## src/design/ecb_pkg.sv

```systemverilog
// Package: constants, register map and carrier types of the encoder capture block
package ecb_pkg;

  // Sizes and timing
  localparam int NCH           = 4;
  localparam int CW            = 32;
  localparam int CLK_PERIOD_NS = 50;
  localparam int BP_PULSE_NS   = 200;
  localparam logic [2:0] BP_PULSE_CYC =
    3'((BP_PULSE_NS + CLK_PERIOD_NS - 1) / CLK_PERIOD_NS);

  // Global register byte offsets
  localparam logic [7:0] ADDR_CTRL = 8'h00;
  localparam logic [7:0] ADDR_STAT = 8'h04;
  localparam logic [7:0] ADDR_MASK = 8'h08;
  localparam logic [7:0] ADDR_SHDN = 8'h0c;
  // Channel window: bit 7 set, bits 6:5 channel, bits 4:0 offset
  localparam int         CH_SEL_BIT = 7;
  localparam logic [4:0] CH_CFG   = 5'h00;
  localparam logic [4:0] CH_CMD   = 5'h04;
  localparam logic [4:0] CH_POS   = 5'h08;
  localparam logic [4:0] CH_CAP   = 5'h0c;
  localparam logic [4:0] CH_BPPOS = 5'h10;
  localparam logic [4:0] CH_BPMOD = 5'h14;
  localparam logic [4:0] CH_STS   = 5'h18;

  // Field positions
  localparam int CTRL_SDN_EN   = 0;
  localparam int CTRL_INH_HIGH = 1;
  localparam int SHDN_CLR      = 0;
  localparam int ST_CAP_LSB    = 0;
  localparam int ST_BP_LSB     = 4;
  localparam int ST_SDN        = 8;
  localparam int STW           = 9;

  // Reset values
  localparam logic [1:0]     CTRL_RST = 2'h0;
  localparam logic [STW-1:0] MASK_RST = 9'h000;
  localparam logic [CW-1:0]  BP_RST   = 32'h0000_0000;

  typedef enum logic [1:0] {BPM_ABS, BPM_MOD, BPM_REL, BPM_RSVD} ecb_bpmode_e;
  typedef enum logic [1:0] {BPA_HIGH, BPA_LOW, BPA_TOGGLE, BPA_NONE} ecb_bpact_e;

  // Channel configuration, laid out as CFG bits 10:0
  typedef struct packed {
    logic        bp_route;
    ecb_bpact_e  bp_act;
    ecb_bpmode_e bp_mode;
    logic        trig_inv;
    logic        trig_en;
    logic [3:0]  filt;
  } ecb_cfg_s;
  localparam ecb_cfg_s CFG_RST = '0;

  // Channel command strobes, laid out as CMD bits 4:0
  typedef struct packed {
    logic idx_search;
    logic out_level;
    logic out_force;
    logic cap_rearm;
    logic bp_arm;
  } ecb_cmd_s;

  // Channel status, laid out as STS bits 5:0
  typedef struct packed {
    logic idx_found;
    logic idx_busy;
    logic bp_armed;
    logic bp_out;
    logic cap_pend;
    logic trig_seen;
  } ecb_flags_s;

endpackage : ecb_pkg

```

## src/design/ecb_chan.sv

```systemverilog
// One encoder channel: input filter, quadrature counter, capture and breakpoint
`timescale 1ns/1ps
module ecb_chan
  import ecb_pkg::*;
(
  // Clock and control
  input  wire logic            clk,
  input  wire logic            rst_n,
  input  wire logic            ce,
  // Synchronised pins
  input  wire logic            a_in,
  input  wire logic            b_in,
  input  wire logic            idx_in,
  input  wire logic            trig_in,
  // Software side
  input  wire ecb_cfg_s        cfg,
  input  wire ecb_cmd_s        cmd,
  input  wire logic            cap_ack,
  input  wire logic            cnt_load,
  input  wire logic [CW-1:0]   load_val,
  input  wire logic [CW-1:0]   bp_pos,
  input  wire logic [CW-1:0]   bp_mod,
  // Results
  output logic      [CW-1:0]   count,
  output logic      [CW-1:0]   cap,
  output ecb_flags_s           flags,
  output logic                 cap_ev,
  output logic                 bp_ev,
  output logic                 trig_pulse
);

  logic [2:0]    flt_reg, flt_next;
  logic [3:0]    fcnt_reg [3], fcnt_next [3];
  logic [2:0]    prv_reg, prv_next;
  logic          trp_reg, trp_next;
  logic [CW-1:0] cnt_reg, cnt_next, cap_reg, cap_next, tgt_reg, tgt_next;
  ecb_flags_s    fl_reg, fl_next;
  logic          cev_reg, cev_next, bev_reg, bev_next, tp_reg, tp_next;
  logic [2:0]    pc_reg, pc_next;
  logic          step, up, trig_edge, idx_rise, match, fire, in_win;
  logic [2:0]    raw;

  ////////////////////////////////////////////////////////////////////////////
  // Glitch filter: a new level must hold filt+1 cycles before it is used
  always_comb begin
    raw = {idx_in, b_in, a_in};
    flt_next = flt_reg;
    for (int i = 0; i < 3; i++) begin
      fcnt_next[i] = 4'h0;
      if (raw[i] != flt_reg[i]) begin
        if (fcnt_reg[i] >= cfg.filt) flt_next[i] = raw[i];
        else fcnt_next[i] = fcnt_reg[i] + 4'h1;
      end
    end
  end

  always_ff @(posedge clk) begin
    if (!rst_n) begin
      flt_reg <= {idx_in, b_in, a_in};
      for (int i = 0; i < 3; i++) fcnt_reg[i] <= 4'h0;
    end else if (ce) begin
      flt_reg <= flt_next;
      for (int i = 0; i < 3; i++) fcnt_reg[i] <= fcnt_next[i];
    end
  end

  ////////////////////////////////////////////////////////////////////////////
  // Counter, capture and breakpoint compare
  always_comb begin
    // One phase changing per cycle is a count; both at once is dropped
    step      = flt_reg[0] ^ prv_reg[0] ^ flt_reg[1] ^ prv_reg[1];
    up        = flt_reg[0] ^ prv_reg[1];
    idx_rise  = flt_reg[2] & ~prv_reg[2];
    trig_edge = cfg.trig_inv ? (trp_reg & ~trig_in) : (~trp_reg & trig_in);
    prv_next  = flt_reg;
    trp_next  = trig_in;
    cnt_next  = cnt_reg;
    cap_next  = cap_reg;
    tgt_next  = tgt_reg;
    fl_next   = fl_reg;
    cev_next  = 1'b0;
    bev_next  = 1'b0;
    pc_next   = pc_reg;
    tp_next   = tp_reg;
    // Position counter
    if (cnt_load) cnt_next = load_val;
    else if (fl_reg.idx_busy && idx_rise) cnt_next = '0;
    else if (step) cnt_next = up ? cnt_reg + 32'h1 : cnt_reg - 32'h1;
    // Index search: the index edge fixes the reference zero
    if (cmd.idx_search) begin
      fl_next.idx_busy  = 1'b1;
      fl_next.idx_found = 1'b0;
    end else if (fl_reg.idx_busy && idx_rise) begin
      fl_next.idx_busy  = 1'b0;
      fl_next.idx_found = 1'b1;
    end
    // Latching input: any active edge, enabled or not; set beats clear
    if (trig_edge) fl_next.trig_seen = 1'b1;
    else if (cmd.cap_rearm) fl_next.trig_seen = 1'b0;
    // Capture holds until read or re-armed; a same-cycle edge still wins
    if (trig_edge && cfg.trig_en &&
        (!fl_reg.cap_pend || cap_ack || cmd.cap_rearm)) begin
      cap_next        = cnt_reg;
      fl_next.cap_pend = 1'b1;
      cev_next        = 1'b1;
    end else if (cap_ack || cmd.cap_rearm) fl_next.cap_pend = 1'b0;
    // Modulo target walks one modulus per cycle until the count is near
    in_win = 1'b1;
    if (cfg.bp_mode == BPM_MOD && bp_mod != '0) begin
      if ($signed(cnt_reg) > $signed(tgt_reg + bp_mod)) begin
        tgt_next = tgt_reg + bp_mod;
        in_win   = 1'b0;
      end else if ($signed(cnt_reg) < $signed(tgt_reg - bp_mod)) begin
        tgt_next = tgt_reg - bp_mod;
        in_win   = 1'b0;
      end
      match = in_win && (cnt_reg == tgt_reg || cnt_reg == tgt_reg + bp_mod ||
                         cnt_reg == tgt_reg - bp_mod);
    end else begin
      match = cnt_reg == tgt_reg;
    end
    fire = fl_reg.bp_armed && match;
    if (fire) begin
      fl_next.bp_armed = 1'b0;
      bev_next         = 1'b1;
      unique case (cfg.bp_act)
        BPA_HIGH:   fl_next.bp_out = 1'b1;
        BPA_LOW:    fl_next.bp_out = 1'b0;
        BPA_TOGGLE: fl_next.bp_out = ~fl_reg.bp_out;
        BPA_NONE:   fl_next.bp_out = fl_reg.bp_out;
      endcase
      pc_next = BP_PULSE_CYC - 3'h1;
      tp_next = cfg.bp_route;
    end else if (pc_reg != 3'h0) pc_next = pc_reg - 3'h1;
    else tp_next = 1'b0;
    // Arming: relative targets are taken from the count at this moment
    if (cmd.bp_arm) begin
      fl_next.bp_armed = 1'b1;
      tgt_next = (cfg.bp_mode == BPM_REL) ? cnt_reg + bp_pos : bp_pos;
    end
    // Software drive of the output beats a compare in the same cycle
    if (cmd.out_force) fl_next.bp_out = cmd.out_level;
  end

  // Edge detectors start at the pin level so reset leaves no false edge
  always_ff @(posedge clk) begin
    if (!rst_n) begin
      prv_reg <= {idx_in, b_in, a_in};
      trp_reg <= trig_in;
      cnt_reg <= '0;
      cap_reg <= '0;
      tgt_reg <= '0;
      fl_reg  <= '0;
      cev_reg <= 1'b0;
      bev_reg <= 1'b0;
      pc_reg  <= 3'h0;
      tp_reg  <= 1'b0;
    end else if (ce) begin
      prv_reg <= prv_next;
      trp_reg <= trp_next;
      cnt_reg <= cnt_next;
      cap_reg <= cap_next;
      tgt_reg <= tgt_next;
      fl_reg  <= fl_next;
      cev_reg <= cev_next;
      bev_reg <= bev_next;
      pc_reg  <= pc_next;
      tp_reg  <= tp_next;
    end
  end

  assign count      = cnt_reg;
  assign cap        = cap_reg;
  assign flags      = fl_reg;
  assign cap_ev     = cev_reg;
  assign bp_ev      = bev_reg;
  assign trig_pulse = tp_reg;

endmodule : ecb_chan

```

## src/design/ecb_top.sv

```systemverilog
// Top: Avalon slave, pin synchronisers, shutdown, interrupts, four channels
`timescale 1ns/1ps
module ecb_top
  import ecb_pkg::*;
(
  // Clock, reset, enable
  input  wire logic            REF_CLK,
  input  wire logic            RSTN,
  input  wire logic            CE,
  // Avalon-MM slave
  input  wire logic [7:0]      AVS_ADDRESS,
  input  wire logic            AVS_READ,
  input  wire logic            AVS_WRITE,
  input  wire logic [CW-1:0]   AVS_WRITEDATA,
  input  wire logic [3:0]      AVS_BYTEENABLE,
  output logic      [CW-1:0]   AVS_READDATA,
  output logic                 AVS_WAITREQUEST,
  // Encoder and trigger pins
  input  wire logic [NCH-1:0]  ENC_A,
  input  wire logic [NCH-1:0]  ENC_B,
  input  wire logic [NCH-1:0]  ENC_INDEX,
  input  wire logic [NCH-1:0]  TRIG_IN,
  input  wire logic            SHUTDOWN_IN,
  // Motion outputs
  output logic      [NCH-1:0]  BP_OUT,
  output logic      [NCH-1:0]  BP_TRIG_PULSE,
  output logic      [NCH-1:0]  AXIS_INHIBIT,
  output logic                 ANALOG_ZERO,
  output logic                 STEP_HALT,
  output logic                 IRQ
);

  localparam int SW = 4 * NCH + 1;

  // Byte-enable merge of write data into an old word
  function automatic logic [CW-1:0] merge(input logic [CW-1:0] old,
                                          input logic [CW-1:0] wd,
                                          input logic [3:0]    be);
    logic [CW-1:0] m;
    m = {{8{be[3]}}, {8{be[2]}}, {8{be[1]}}, {8{be[0]}}};
    return (old & ~m) | (wd & m);
  endfunction : merge

  logic [SW-1:0]    s1_reg, s2_reg;
  logic             sdp_reg, sdp_next;
  logic             wait_reg, wait_next;
  logic [CW-1:0]    rd_reg, rd_next;
  logic             rpend_reg, rpend_next;
  logic [1:0]       ctrl_reg, ctrl_next;
  logic [STW-1:0]   stat_reg, stat_next, mask_reg, mask_next;
  logic             shut_reg, shut_next, irq_reg, irq_next;
  logic [NCH-1:0]   inh_reg, inh_next;
  ecb_cfg_s         cfg_reg [NCH], cfg_next [NCH];
  logic [CW-1:0]    bpp_reg [NCH], bpp_next [NCH];
  logic [CW-1:0]    bpm_reg [NCH], bpm_next [NCH];
  ecb_cmd_s         cmd [NCH];
  logic [NCH-1:0]   cap_ack, cnt_load, cap_ev, bp_ev, tpulse;
  logic [CW-1:0]    count [NCH], cap [NCH];
  ecb_flags_s       flags [NCH];
  logic             req, done, wr, rd, is_ch, sd_rise, sd_ev;
  logic [1:0]       ch;
  logic [4:0]       off;
  logic [CW-1:0]    wd;

  ////////////////////////////////////////////////////////////////////////////
  // Two-stage synchronisers for every pin; stage one feeds stage two only
  // No reset: the stages fill with pin levels while reset is held
  always_ff @(posedge REF_CLK) begin
    if (CE) begin
      s1_reg <= {SHUTDOWN_IN, TRIG_IN, ENC_INDEX, ENC_B, ENC_A};
      s2_reg <= s1_reg;
    end
  end

  ////////////////////////////////////////////////////////////////////////////
  // Channels
  for (genvar i = 0; i < NCH; i++) begin : g_ch
    ecb_chan u_chan (
      .clk        (REF_CLK),
      .rst_n      (RSTN),
      .ce         (CE),
      .a_in       (s2_reg[i]),
      .b_in       (s2_reg[NCH + i]),
      .idx_in     (s2_reg[2 * NCH + i]),
      .trig_in    (s2_reg[3 * NCH + i]),
      .cfg        (cfg_reg[i]),
      .cmd        (cmd[i]),
      .cap_ack    (cap_ack[i]),
      .cnt_load   (cnt_load[i]),
      .load_val   (wd),
      .bp_pos     (bpp_reg[i]),
      .bp_mod     (bpm_reg[i]),
      .count      (count[i]),
      .cap        (cap[i]),
      .flags      (flags[i]),
      .cap_ev     (cap_ev[i]),
      .bp_ev      (bp_ev[i]),
      .trig_pulse (tpulse[i])
    );
    assign BP_OUT[i]        = flags[i].bp_out;
    assign BP_TRIG_PULSE[i] = tpulse[i];
  end

  ////////////////////////////////////////////////////////////////////////////
  // Register map, byte addresses:
  //   0x00 control: 0 shutdown enable, 1 inhibit high
  //   0x04 status: 3:0 capture, 7:4 match, 8 shutdown
  //   0x08 interrupt mask, status layout
  //   0x0c shutdown: bit 0 latched, write 1 clears
  //   0x80 + 0x20 * n: channel n window
  //   +0x00 settings: 3:0 filter, 4 trigger on
  //         5 falling edge, 7:6 mode, 9:8 action
  //         10 route match to trigger line
  //   +0x04 strobes: 0 arm, 1 re-arm capture
  //         2 force, 3 level, 4 index search
  //   +0x08 count, a write loads it
  //   +0x0c captured count
  //   +0x10 target, +0x14 modulus
  //   +0x18 flags: 0 edge seen, 1 pending
  //         2 output, 3 armed, 4 busy, 5 found
  // Status reads clear only the bits returned.
  // Unmapped reads give zero; writes drop.
  // Strobes and shutdown clear need lane 0.
  // Every transfer has one fixed wait cycle;
  // a fixed answer keeps decode off the read
  // path, at the cost of a cycle per access.
  // Requests must stay stable until wait is
  // seen low; a request that changes in the
  // middle of a transfer is not detected.
  // A capture is freed by a read only if it
  // was pending when the data was taken, so
  // one landing in the wait cycle survives.
  // Shutdown clear and a new pin edge in one
  // cycle leave shutdown set.
  // Inhibit lags the halt outputs one cycle.
  // Halt outputs only flag the drive stages.
  // Settings take effect the cycle after the
  // write; change a filter only while quiet.
  // Count wraps silently on overflow.
  // After a count load the modulo target
  // needs a few cycles to catch up.
  // Edge detectors load the synchronised
  // level in reset: no false edge after it.
  // Bus decode and strobes; a request completes the cycle after it is seen
  always_comb begin
    req   = AVS_READ | AVS_WRITE;
    done  = req & ~wait_reg;
    wr    = AVS_WRITE & done;
    rd    = AVS_READ & done;
    is_ch = AVS_ADDRESS[CH_SEL_BIT];
    ch    = AVS_ADDRESS[6:5];
    off   = AVS_ADDRESS[4:0];
    wd    = merge(count[ch], AVS_WRITEDATA, AVS_BYTEENABLE);
    for (int i = 0; i < NCH; i++) begin
      cmd[i]      = wr && is_ch && ch == 2'(i) && off == CH_CMD
                    ? ecb_cmd_s'(5'(merge('0, AVS_WRITEDATA, AVS_BYTEENABLE)))
                    : '0;
      cnt_load[i] = wr && is_ch && ch == 2'(i) && off == CH_POS;
      // Only a capture the reader actually saw is acknowledged
      cap_ack[i]  = rd && is_ch && ch == 2'(i) && off == CH_CAP && rpend_reg;
    end
  end

  ////////////////////////////////////////////////////////////////////////////
  // Bus answer: waitrequest low for one cycle, read data registered
  always_comb begin
    wait_next  = ~(req & wait_reg);
    rd_next    = rd_reg;
    rpend_next = rpend_reg;
    if (req && wait_reg) begin
      rd_next    = '0;
      rpend_next = flags[ch].cap_pend;
      if (is_ch) begin
        unique case (off)
          CH_CFG:   rd_next = CW'(cfg_reg[ch]);
          CH_POS:   rd_next = count[ch];
          CH_CAP:   rd_next = cap[ch];
          CH_BPPOS: rd_next = bpp_reg[ch];
          CH_BPMOD: rd_next = bpm_reg[ch];
          CH_STS:   rd_next = CW'(flags[ch]);
          default:  rd_next = '0;
        endcase
      end else begin
        unique case (AVS_ADDRESS)
          ADDR_CTRL: rd_next = CW'(ctrl_reg);
          ADDR_STAT: rd_next = CW'(stat_reg);
          ADDR_MASK: rd_next = CW'(mask_reg);
          ADDR_SHDN: rd_next = CW'(shut_reg);
          default:   rd_next = '0;
        endcase
      end
    end
  end

  ////////////////////////////////////////////////////////////////////////////
  // Software registers and channel settings
  always_comb begin
    ctrl_next = ctrl_reg;
    mask_next = mask_reg;
    for (int i = 0; i < NCH; i++) begin
      cfg_next[i] = cfg_reg[i];
      bpp_next[i] = bpp_reg[i];
      bpm_next[i] = bpm_reg[i];
    end
    if (wr && !is_ch && AVS_ADDRESS == ADDR_CTRL)
      ctrl_next = 2'(merge(CW'(ctrl_reg), AVS_WRITEDATA, AVS_BYTEENABLE));
    if (wr && !is_ch && AVS_ADDRESS == ADDR_MASK)
      mask_next = STW'(merge(CW'(mask_reg), AVS_WRITEDATA, AVS_BYTEENABLE));
    if (wr && is_ch) begin
      unique case (off)
        CH_CFG:   cfg_next[ch] = ecb_cfg_s'(11'(merge(CW'(cfg_reg[ch]), AVS_WRITEDATA,
                                                      AVS_BYTEENABLE)));
        CH_BPPOS: bpp_next[ch] = merge(bpp_reg[ch], AVS_WRITEDATA, AVS_BYTEENABLE);
        CH_BPMOD: bpm_next[ch] = merge(bpm_reg[ch], AVS_WRITEDATA, AVS_BYTEENABLE);
        default:  ;
      endcase
    end
  end

  ////////////////////////////////////////////////////////////////////////////
  // Shutdown, interrupt status and motion outputs
  always_comb begin
    sdp_next = s2_reg[SW-1];
    // A level already high at enable or reset never trips: edge only
    sd_rise  = s2_reg[SW-1] & ~sdp_reg;
    sd_ev    = sd_rise & ctrl_reg[CTRL_SDN_EN];
    shut_next = shut_reg;
    if (wr && !is_ch && AVS_ADDRESS == ADDR_SHDN && AVS_BYTEENABLE[0] &&
        AVS_WRITEDATA[SHDN_CLR]) shut_next = 1'b0;
    if (sd_ev) shut_next = 1'b1;
    inh_next = {NCH{~(shut_reg ^ ctrl_reg[CTRL_INH_HIGH])}};
    // Clear only bits the reader saw; new events in that cycle survive
    stat_next = stat_reg;
    if (rd && !is_ch && AVS_ADDRESS == ADDR_STAT) stat_next = stat_reg & ~rd_reg[STW-1:0];
    stat_next[ST_CAP_LSB +: NCH] = stat_next[ST_CAP_LSB +: NCH] | cap_ev;
    stat_next[ST_BP_LSB +: NCH]  = stat_next[ST_BP_LSB +: NCH] | bp_ev;
    stat_next[ST_SDN]            = stat_next[ST_SDN] | sd_ev;
    irq_next = |(stat_next & mask_reg);
  end

  always_ff @(posedge REF_CLK) begin
    if (!RSTN) begin
      sdp_reg   <= s2_reg[SW-1];
      wait_reg  <= 1'b1;
      rd_reg    <= '0;
      rpend_reg <= 1'b0;
      ctrl_reg  <= CTRL_RST;
      mask_reg  <= MASK_RST;
      stat_reg  <= '0;
      shut_reg  <= 1'b0;
      inh_reg   <= {NCH{1'b1}};
      irq_reg   <= 1'b0;
      for (int i = 0; i < NCH; i++) begin
        cfg_reg[i] <= CFG_RST;
        bpp_reg[i] <= BP_RST;
        bpm_reg[i] <= BP_RST;
      end
    end else if (CE) begin
      sdp_reg   <= sdp_next;
      wait_reg  <= wait_next;
      rd_reg    <= rd_next;
      rpend_reg <= rpend_next;
      ctrl_reg  <= ctrl_next;
      mask_reg  <= mask_next;
      stat_reg  <= stat_next;
      shut_reg  <= shut_next;
      inh_reg   <= inh_next;
      irq_reg   <= irq_next;
      for (int i = 0; i < NCH; i++) begin
        cfg_reg[i] <= cfg_next[i];
        bpp_reg[i] <= bpp_next[i];
        bpm_reg[i] <= bpm_next[i];
      end
    end
  end

  // Analog zero and step halt follow the latched shutdown directly
  assign AVS_READDATA    = rd_reg;
  assign AVS_WAITREQUEST = wait_reg;
  assign AXIS_INHIBIT    = inh_reg;
  assign ANALOG_ZERO     = shut_reg;
  assign STEP_HALT       = shut_reg;
  assign IRQ             = irq_reg;

endmodule : ecb_top

```

## config.mk

```make
export PLATFORM = sky130hd
export DESIGN_NAME = ecb_top
export DESIGN_NICKNAME = d
export VERILOG_FILES = /design/src/design/ecb_pkg.sv /design/src/design/ecb_chan.sv /design/src/design/ecb_top.sv
export SDC_FILE = /design/constraint.sdc
export NUM_CORES = 2
export LEC_CHECK = 0
export BUFFER_PORTS_ARGS = -buffer_cell sky130_fd_sc_hd__buf_2
export CAP_MARGIN = 10
export CORE_MARGIN = 2
export CORE_UTILIZATION = 30
export CTS_CLUSTER_SIZE = 30
export DETAILED_ROUTE_END_ITERATION = 7
export MAX_ROUTING_LAYER = met4
export PLACE_DENSITY = 0.45
export SETUP_SLACK_MARGIN = 0.1
export SLEW_MARGIN = 20
export SYNTH_ARGS = -nofsm -noshare
export SYNTH_HDL_FRONTEND = slang
export SYNTH_SLANG_ARGS = --single-unit
```

## constraint.sdc

```tcl
create_clock -name REF_CLK -period 40.8 [get_ports REF_CLK]
set_input_delay 6.12 -clock REF_CLK [delete_from_list [all_inputs] [get_ports REF_CLK]]
set_output_delay 6.12 -clock REF_CLK [all_outputs]
set_load 0.005 [all_outputs]
```

Yosys cells after proc, flatten, opt, wreduce, memory -nomap -nowiden. Memories as Yosys holds them, arrays and structs flattened. Cells that the tools add are included.

Output and inout bits: 48. Logic and storage cells: 787. Memories: 7. Bits in registers: 552. Memory bits (writable): 348. Bits of input ports: 66.

Bitwise gates (word level): 101. Reduce and logical (&&, ||, !) cells: 194. Equality and inequality tests: 89. Mux-type cells: 254. $add $sub $neg: 36. Order comparisons: 22.

Memories: bpm_reg (words 4, width 32, rd ports 5, clocked after Yosys merged registers in 0, wr ports 4, RTL line ecb_top.sv:55) `logic [CW-1:0] bpm_reg [NCH], bpm_next [NCH];`; bpp_reg (words 4, width 32, rd ports 5, clocked after Yosys merged registers in 0, wr ports 4, RTL line ecb_top.sv:54) `logic [CW-1:0] bpp_reg [NCH], bpp_next [NCH];`; cfg_reg (words 4, width 11, rd ports 5, clocked after Yosys merged registers in 0, wr ports 4, RTL line ecb_top.sv:53) `ecb_cfg_s cfg_reg [NCH], cfg_next [NCH];`; g_ch[0].u_chan.fcnt_reg (words 3, width 4, rd ports 3, clocked after Yosys merged registers in 0, wr ports 3, RTL line ecb_chan.sv:33) `logic [3:0] fcnt_reg [3], fcnt_next [3];`; g_ch[1].u_chan.fcnt_reg (words 3, width 4, rd ports 3, clocked after Yosys merged registers in 0, wr ports 3, RTL line ecb_chan.sv:33); g_ch[2].u_chan.fcnt_reg (words 3, width 4, rd ports 3, clocked after Yosys merged registers in 0, wr ports 3, RTL line ecb_chan.sv:33); +1 memories.

Operator list (number): $mux 32 (50); $mux 128 (4); $eq 32x32->1 (12); $add 32x32->32 (8); $bwmux 128 (2); $pmux 32 s6 (1); $mux 4 (36); $add 32x1->32 const B (4); $and 32x32->32 (4); $bmux 32 s2 (2); $gt 32x32->1 (4); $lt 32x32->1 (4); $reduce_bool 32->1 (4); $sub 32x1->32 const B (4); $sub 32x32->32 (4); $mux 1 (100); $or 32x32->32 (3); $mux 44 (2); $mux 3 (24); $reduce_and 2->1 (36); $demux 32 s2 (1); $ne 2x1->1 const B (32); $logic_and 1x1->1 (60); $reduce_and 3->1 (20); other kinds (46) (275).

Depth between registers and ports, before layout.
Word-level depth: 12. Mapped depth: 29. Depth with buffers taken out: 27.

Hierarchy. A second synthesis with hierarchy kept.

Cells, all modules: 9374. Area, all modules: 80258.2 µm².

Modules (own cells, without submodules): ecb_top (sequential area each 11200.7 µm², area each 22262.6 µm², times used 1, cells an instance 1808); ecb_chan at g_ch[1].u_chan (sequential area each 2732.6 µm², area each 14732.9 µm², times used 1, cells an instance 1931); ecb_chan at g_ch[0].u_chan (sequential area each 2732.6 µm², area each 14495.2 µm², times used 1, cells an instance 1905); ecb_chan at g_ch[2].u_chan (sequential area each 2732.6 µm², area each 14478.9 µm², times used 1, cells an instance 1882); ecb_chan at g_ch[3].u_chan (sequential area each 2732.6 µm², area each 14288.7 µm², times used 1, cells an instance 1848).

Least setup slack after synthesis. OpenSTA, ideal clock, no wires.

Path type: input to register. From: input port AVS_ADDRESS[1]. To: memory bpp_reg[0][0] (enable). Required time: 40008 ps. Stages: 7. Path buffers: 2. Slack: 23757 ps. Arrival: 16251 ps. Cells stage by stage: or2_1 -> nor3_1 -> and2_1 -> clkbuf_1 -> buf_1 -> inv_1 -> o21ai_0.

RTL lines: start: declaration (RTL line ecb_top.sv:11) `input wire logic [7:0] AVS_ADDRESS,`; end: declaration (RTL line ecb_top.sv:54).

Worst setup path after layout.
From: input port AVS_ADDRESS[1]. To: register g_ch[3].u_chan.cnt_reg[13].

Word-level cells in the longest chain between the ends: 4. Elaborated cells on any way between the ends: 5. Those cells by class: eq/ne (1); mux (1); reduce/logical (3).

Ends and longest elaborated chain: $eq 5x4->1 * (RTL line ecb_top.sv:158) `cnt_load[i] = wr && is_ch && ch == 2'(i) && off == CH_POS;`; $logic_and 1x1->1 * (RTL line ecb_top.sv:158); $reduce_bool 3->1 (no line); $reduce_and 2->1 (no line); end signal: assignment (RTL line ecb_chan.sv:161) `cnt_reg <= cnt_next;`; end: declaration (RTL line ecb_chan.sv:36) `logic [CW-1:0] cnt_reg, cnt_next, cap_reg, cap_next, tgt_reg, tgt_next;`.

Mark *: on every way between the ends. The rest lies on a longest branch, timed or not. A chain may end at the register's enable or synchronous reset.

==> flow_metrics.tcl <==
set metrics [dict create \
    worst_slack_ns 31.16 \
    timing_worst_slew_pin_value_ns 1.37 \
    cp_slowest_cell "nor2_2" \
    cell_chain_critical_path "buf_2, or2_1, nor2_1, nand2_1, nor2_2, buf_4, nand3_1, nor2_2, nor2_1, buf_4, a21oi_4, buf_4, o221ai_1, o21ai_0, nor2_1" \
    slowest_delay_ns 0.71 \
    maxCapViolCount 0 \
    achievable-frequency_mhz 104 \
    mappedNetlistNets 9929 \
    synth_enable_flop_cells 411 \
    timing.critical_path.required_ns 41.42 \
    timing.hold.worst.class "reg -> reg" \
    ant_nets 0 \
    number_of_global_route_vias_before_repair 70100 \
    power.share.switching_pct 44.4 \
    timing_worst_setup_path_type "in -> reg" \
    grt_first_pass_wirelength_mm 555 \
    cts-htree-levels 3 \
    chipHeight_um 515 \
    initial_core_utilization_pct 30.2 \
    route.detailed.vias_per_inst 5.91 \
    power.leakage_uw 0.0362 \
    drive_above_1_share_pct 10.1 \
    syn-instance-count 9031 \
    detail_route.drc_violations 0 \
    path_clk_slew_ns 0.06 \
    grt_remaining_overflow 0 \
    tritoncts_clock_tree "built" \
    yosysWarningCount 0 \
    grt_use_total_pct 30.1 \
    detail_route.wl_per_cell_um 31.7 \
    final_net_count 9981 \
    stdcell_count 12600 \
    ioPinCount 114 \
    layout_common_cells "nor2_1 (1,084), ha_1 (816), a21oi_1 (756), nand2_1 (496), dfxtp_1 (489)" \
    power.internal_uw 2410 \
    timing.setup.tns_ns 0 \
    fin_worst_skew_ns 0.0483 \
    worst_skew_pair.late_latency_ns 0.80 \
    yosys_top_cell_by_area "edfxtp_1" \
    dp.final_hpwl_mm 315 \
    slew-limit-headroom_pct 7.76 \
    finalCritPeriodShare_pct 23.6 \
    antenna_found_initial 33 \
    area_growth_pct 12.1 \
    async_flop_share_pct 0 \
    synth_cell_types 110 \
    run_status "complete, no violations" \
    layout_commonest_cell "nor2_1" \
    finalHoldViolations 0 \
    port_buffers 113 \
    netSwitchingPower_uw 1930 \
    cts_buffer_depth 3 \
    worst_setup_ep_type "flip-flop" \
    die_w_um 515 \
    timing.critical_path.arrival_ns 10.26 \
    pin_count_of_the_biggest_net_entering_global_routing 170 \
    critical_path.top_delay_family "simple AND/OR/NAND/NOR gates" \
    postRouteWirelength_mm 400 \
    layout.cell_area.non_filler_mm2 0.0879 \
    ctsHoldBuffers 0 \
    grt_setup_unrepaired "no" \
    cellPowerDensity_mw_per_mm2 49.3 \
    power_frac_comb_pct 47.7 \
    slew_viol_final 0 \
    clk_root_buffer_cell "clkbuf_16" \
    seq_power_share_pct 27.3 \
    post_synth.cell_area_avg_um2 8.68 \
    cts.repair.resized 0 \
    design.die.area_mm2 0.265 \
    synth.cell_area_mm2 0.0784 \
    drt_pass1_iterations 6 \
    fp.coreArea_mm2 0.260 \
    placed_cell_area_mm2 0.0840 \
    cts.repair_timing.setup_buffer_count 0 \
    synth_top_area_share_pct 15.7 \
    place_congestion 0.994 \
    yosysSeqAreaShare_pct 28.2 \
    ys_top_cells_by_area "edfxtp_1 (16%), ha_1 (13%), dfxtp_1 (12%)" \
    cts.sinks 900 \
    fraction_of_the_core_area_covered_by_cells_at_the_end_of_the_flow_pct 33.9 \
    critPathBufInv 4 \
    ys_seq_elements 900 \
    setup_slack_placement_ns 30.21 \
    drt-initial-drc-count 8538 \
    worst_ir_drop_vdd_v 0.0000371 \
    worst_setup_path_start_kind "primary input" \
    peak_fanout_along_the_critical_path 47 \
    setup-violations-final 0 \
    numPlacedInstances 12400 \
    numCtsBuffers 116 \
    synth-main-ff-cell "dfxtp_1" \
    power_frac_clock_pct 25.0 \
    route.vias.total 74500 \
    placement_rows 187 \
    fin_crit_ns 9.64 \
]
-- cells by family (layout without fill, tap and decap cells) --
logic type | Yosys count | count (layout) | synth area share (%)
AO/OA/AOI/OAI | 2802 | 2802 | 23.6
AND/OR/NAND/NOR | 2476 | 2476 | 14.5
flip-flops | 900 | 900 | 28.2
buffers and inverters | 887 | 1042 | 4.44
adder cells (fa/ha/maj) | 832 | 832 | 13.4
XOR/XNOR | 620 | 620 | 6.93
multiplexers | 514 | 514 | 8.93
other | 0 | 23 | 0
-- final timing paths --
path / startpoint / to / slack (ns) / cells past startpoint
worst min register to register: s1_reg[9] / s2_reg[9] / 0.41 / 0
worst min-delay path: s1_reg[9] / s2_reg[9] / 0.41 / 0
worst max-delay path: AVS_ADDRESS[1] / g_ch[3].u_chan.count[13] / 31.16 / 15
worst max register to register: bpm_reg[2][2] / g_ch[2].u_chan.tgt_reg[21] / 31.43 / 29
-- final cells by class --
type | instances | area [um^2]
Fill cell | 27000 | 172000
Multi-Input combinational cell | 7244 | 53100
Sequential cell | 900 | 22100
Tap cell | 3402 | 4260
Clock buffer | 158 | 3250
Timing Repair Buffer | 440 | 3090
Inverter | 381 | 1440
Clock inverter | 63 | 627
Antenna cell | 23 | 57.6
-- power by group through the flow --
stage                     registers [uW]  clock network (uW)  logic [uW]
after floorplan                     1140                   0        1370
after global placement              1200                   0        2020
after detailed placement            1200                   0        2020
after CTS                           1180                1100        2030
after global routing                1190                1130        2240
final                               1180                1080        2070
-- synth_stat cells, drive strengths merged, types with 337 or more instances --
| master | number |
|---|---|
| mux2i | 337 |
| a21oi | 763 |
| dfxtp | 489 |
| nand2 | 498 |
| xnor2 | 363 |
| clkbuf | 390 |
| edfxtp | 411 |
| ha | 816 |
| o21ai | 508 |
| nor2 | 1099 |
| a211oi | 402 |
| inv | 380 |
-- routing by layer --
layer | up-vias | wire, um | track usage (%)
met4 | 0 | 25300 | 16.1
met3 | 626 | 32200 | 5.23
met5 | - | 0 | -
li1 | 33700 | - | -
met1 | 36800 | 172000 | 39.5
met2 | 3345 | 170000 | 43.9
-- stage by stage --
stage	power, uW	hold WS, ns
3_5_place_dp	3220	0.405
4_1_cts	4310	0.418
3_3_place_gp	3210	0.402
6_report	4340	0.414
2_1_floorplan	2500	0.400
5_1_grt	4560	0.429
Power figures use the tool's default switching activity.
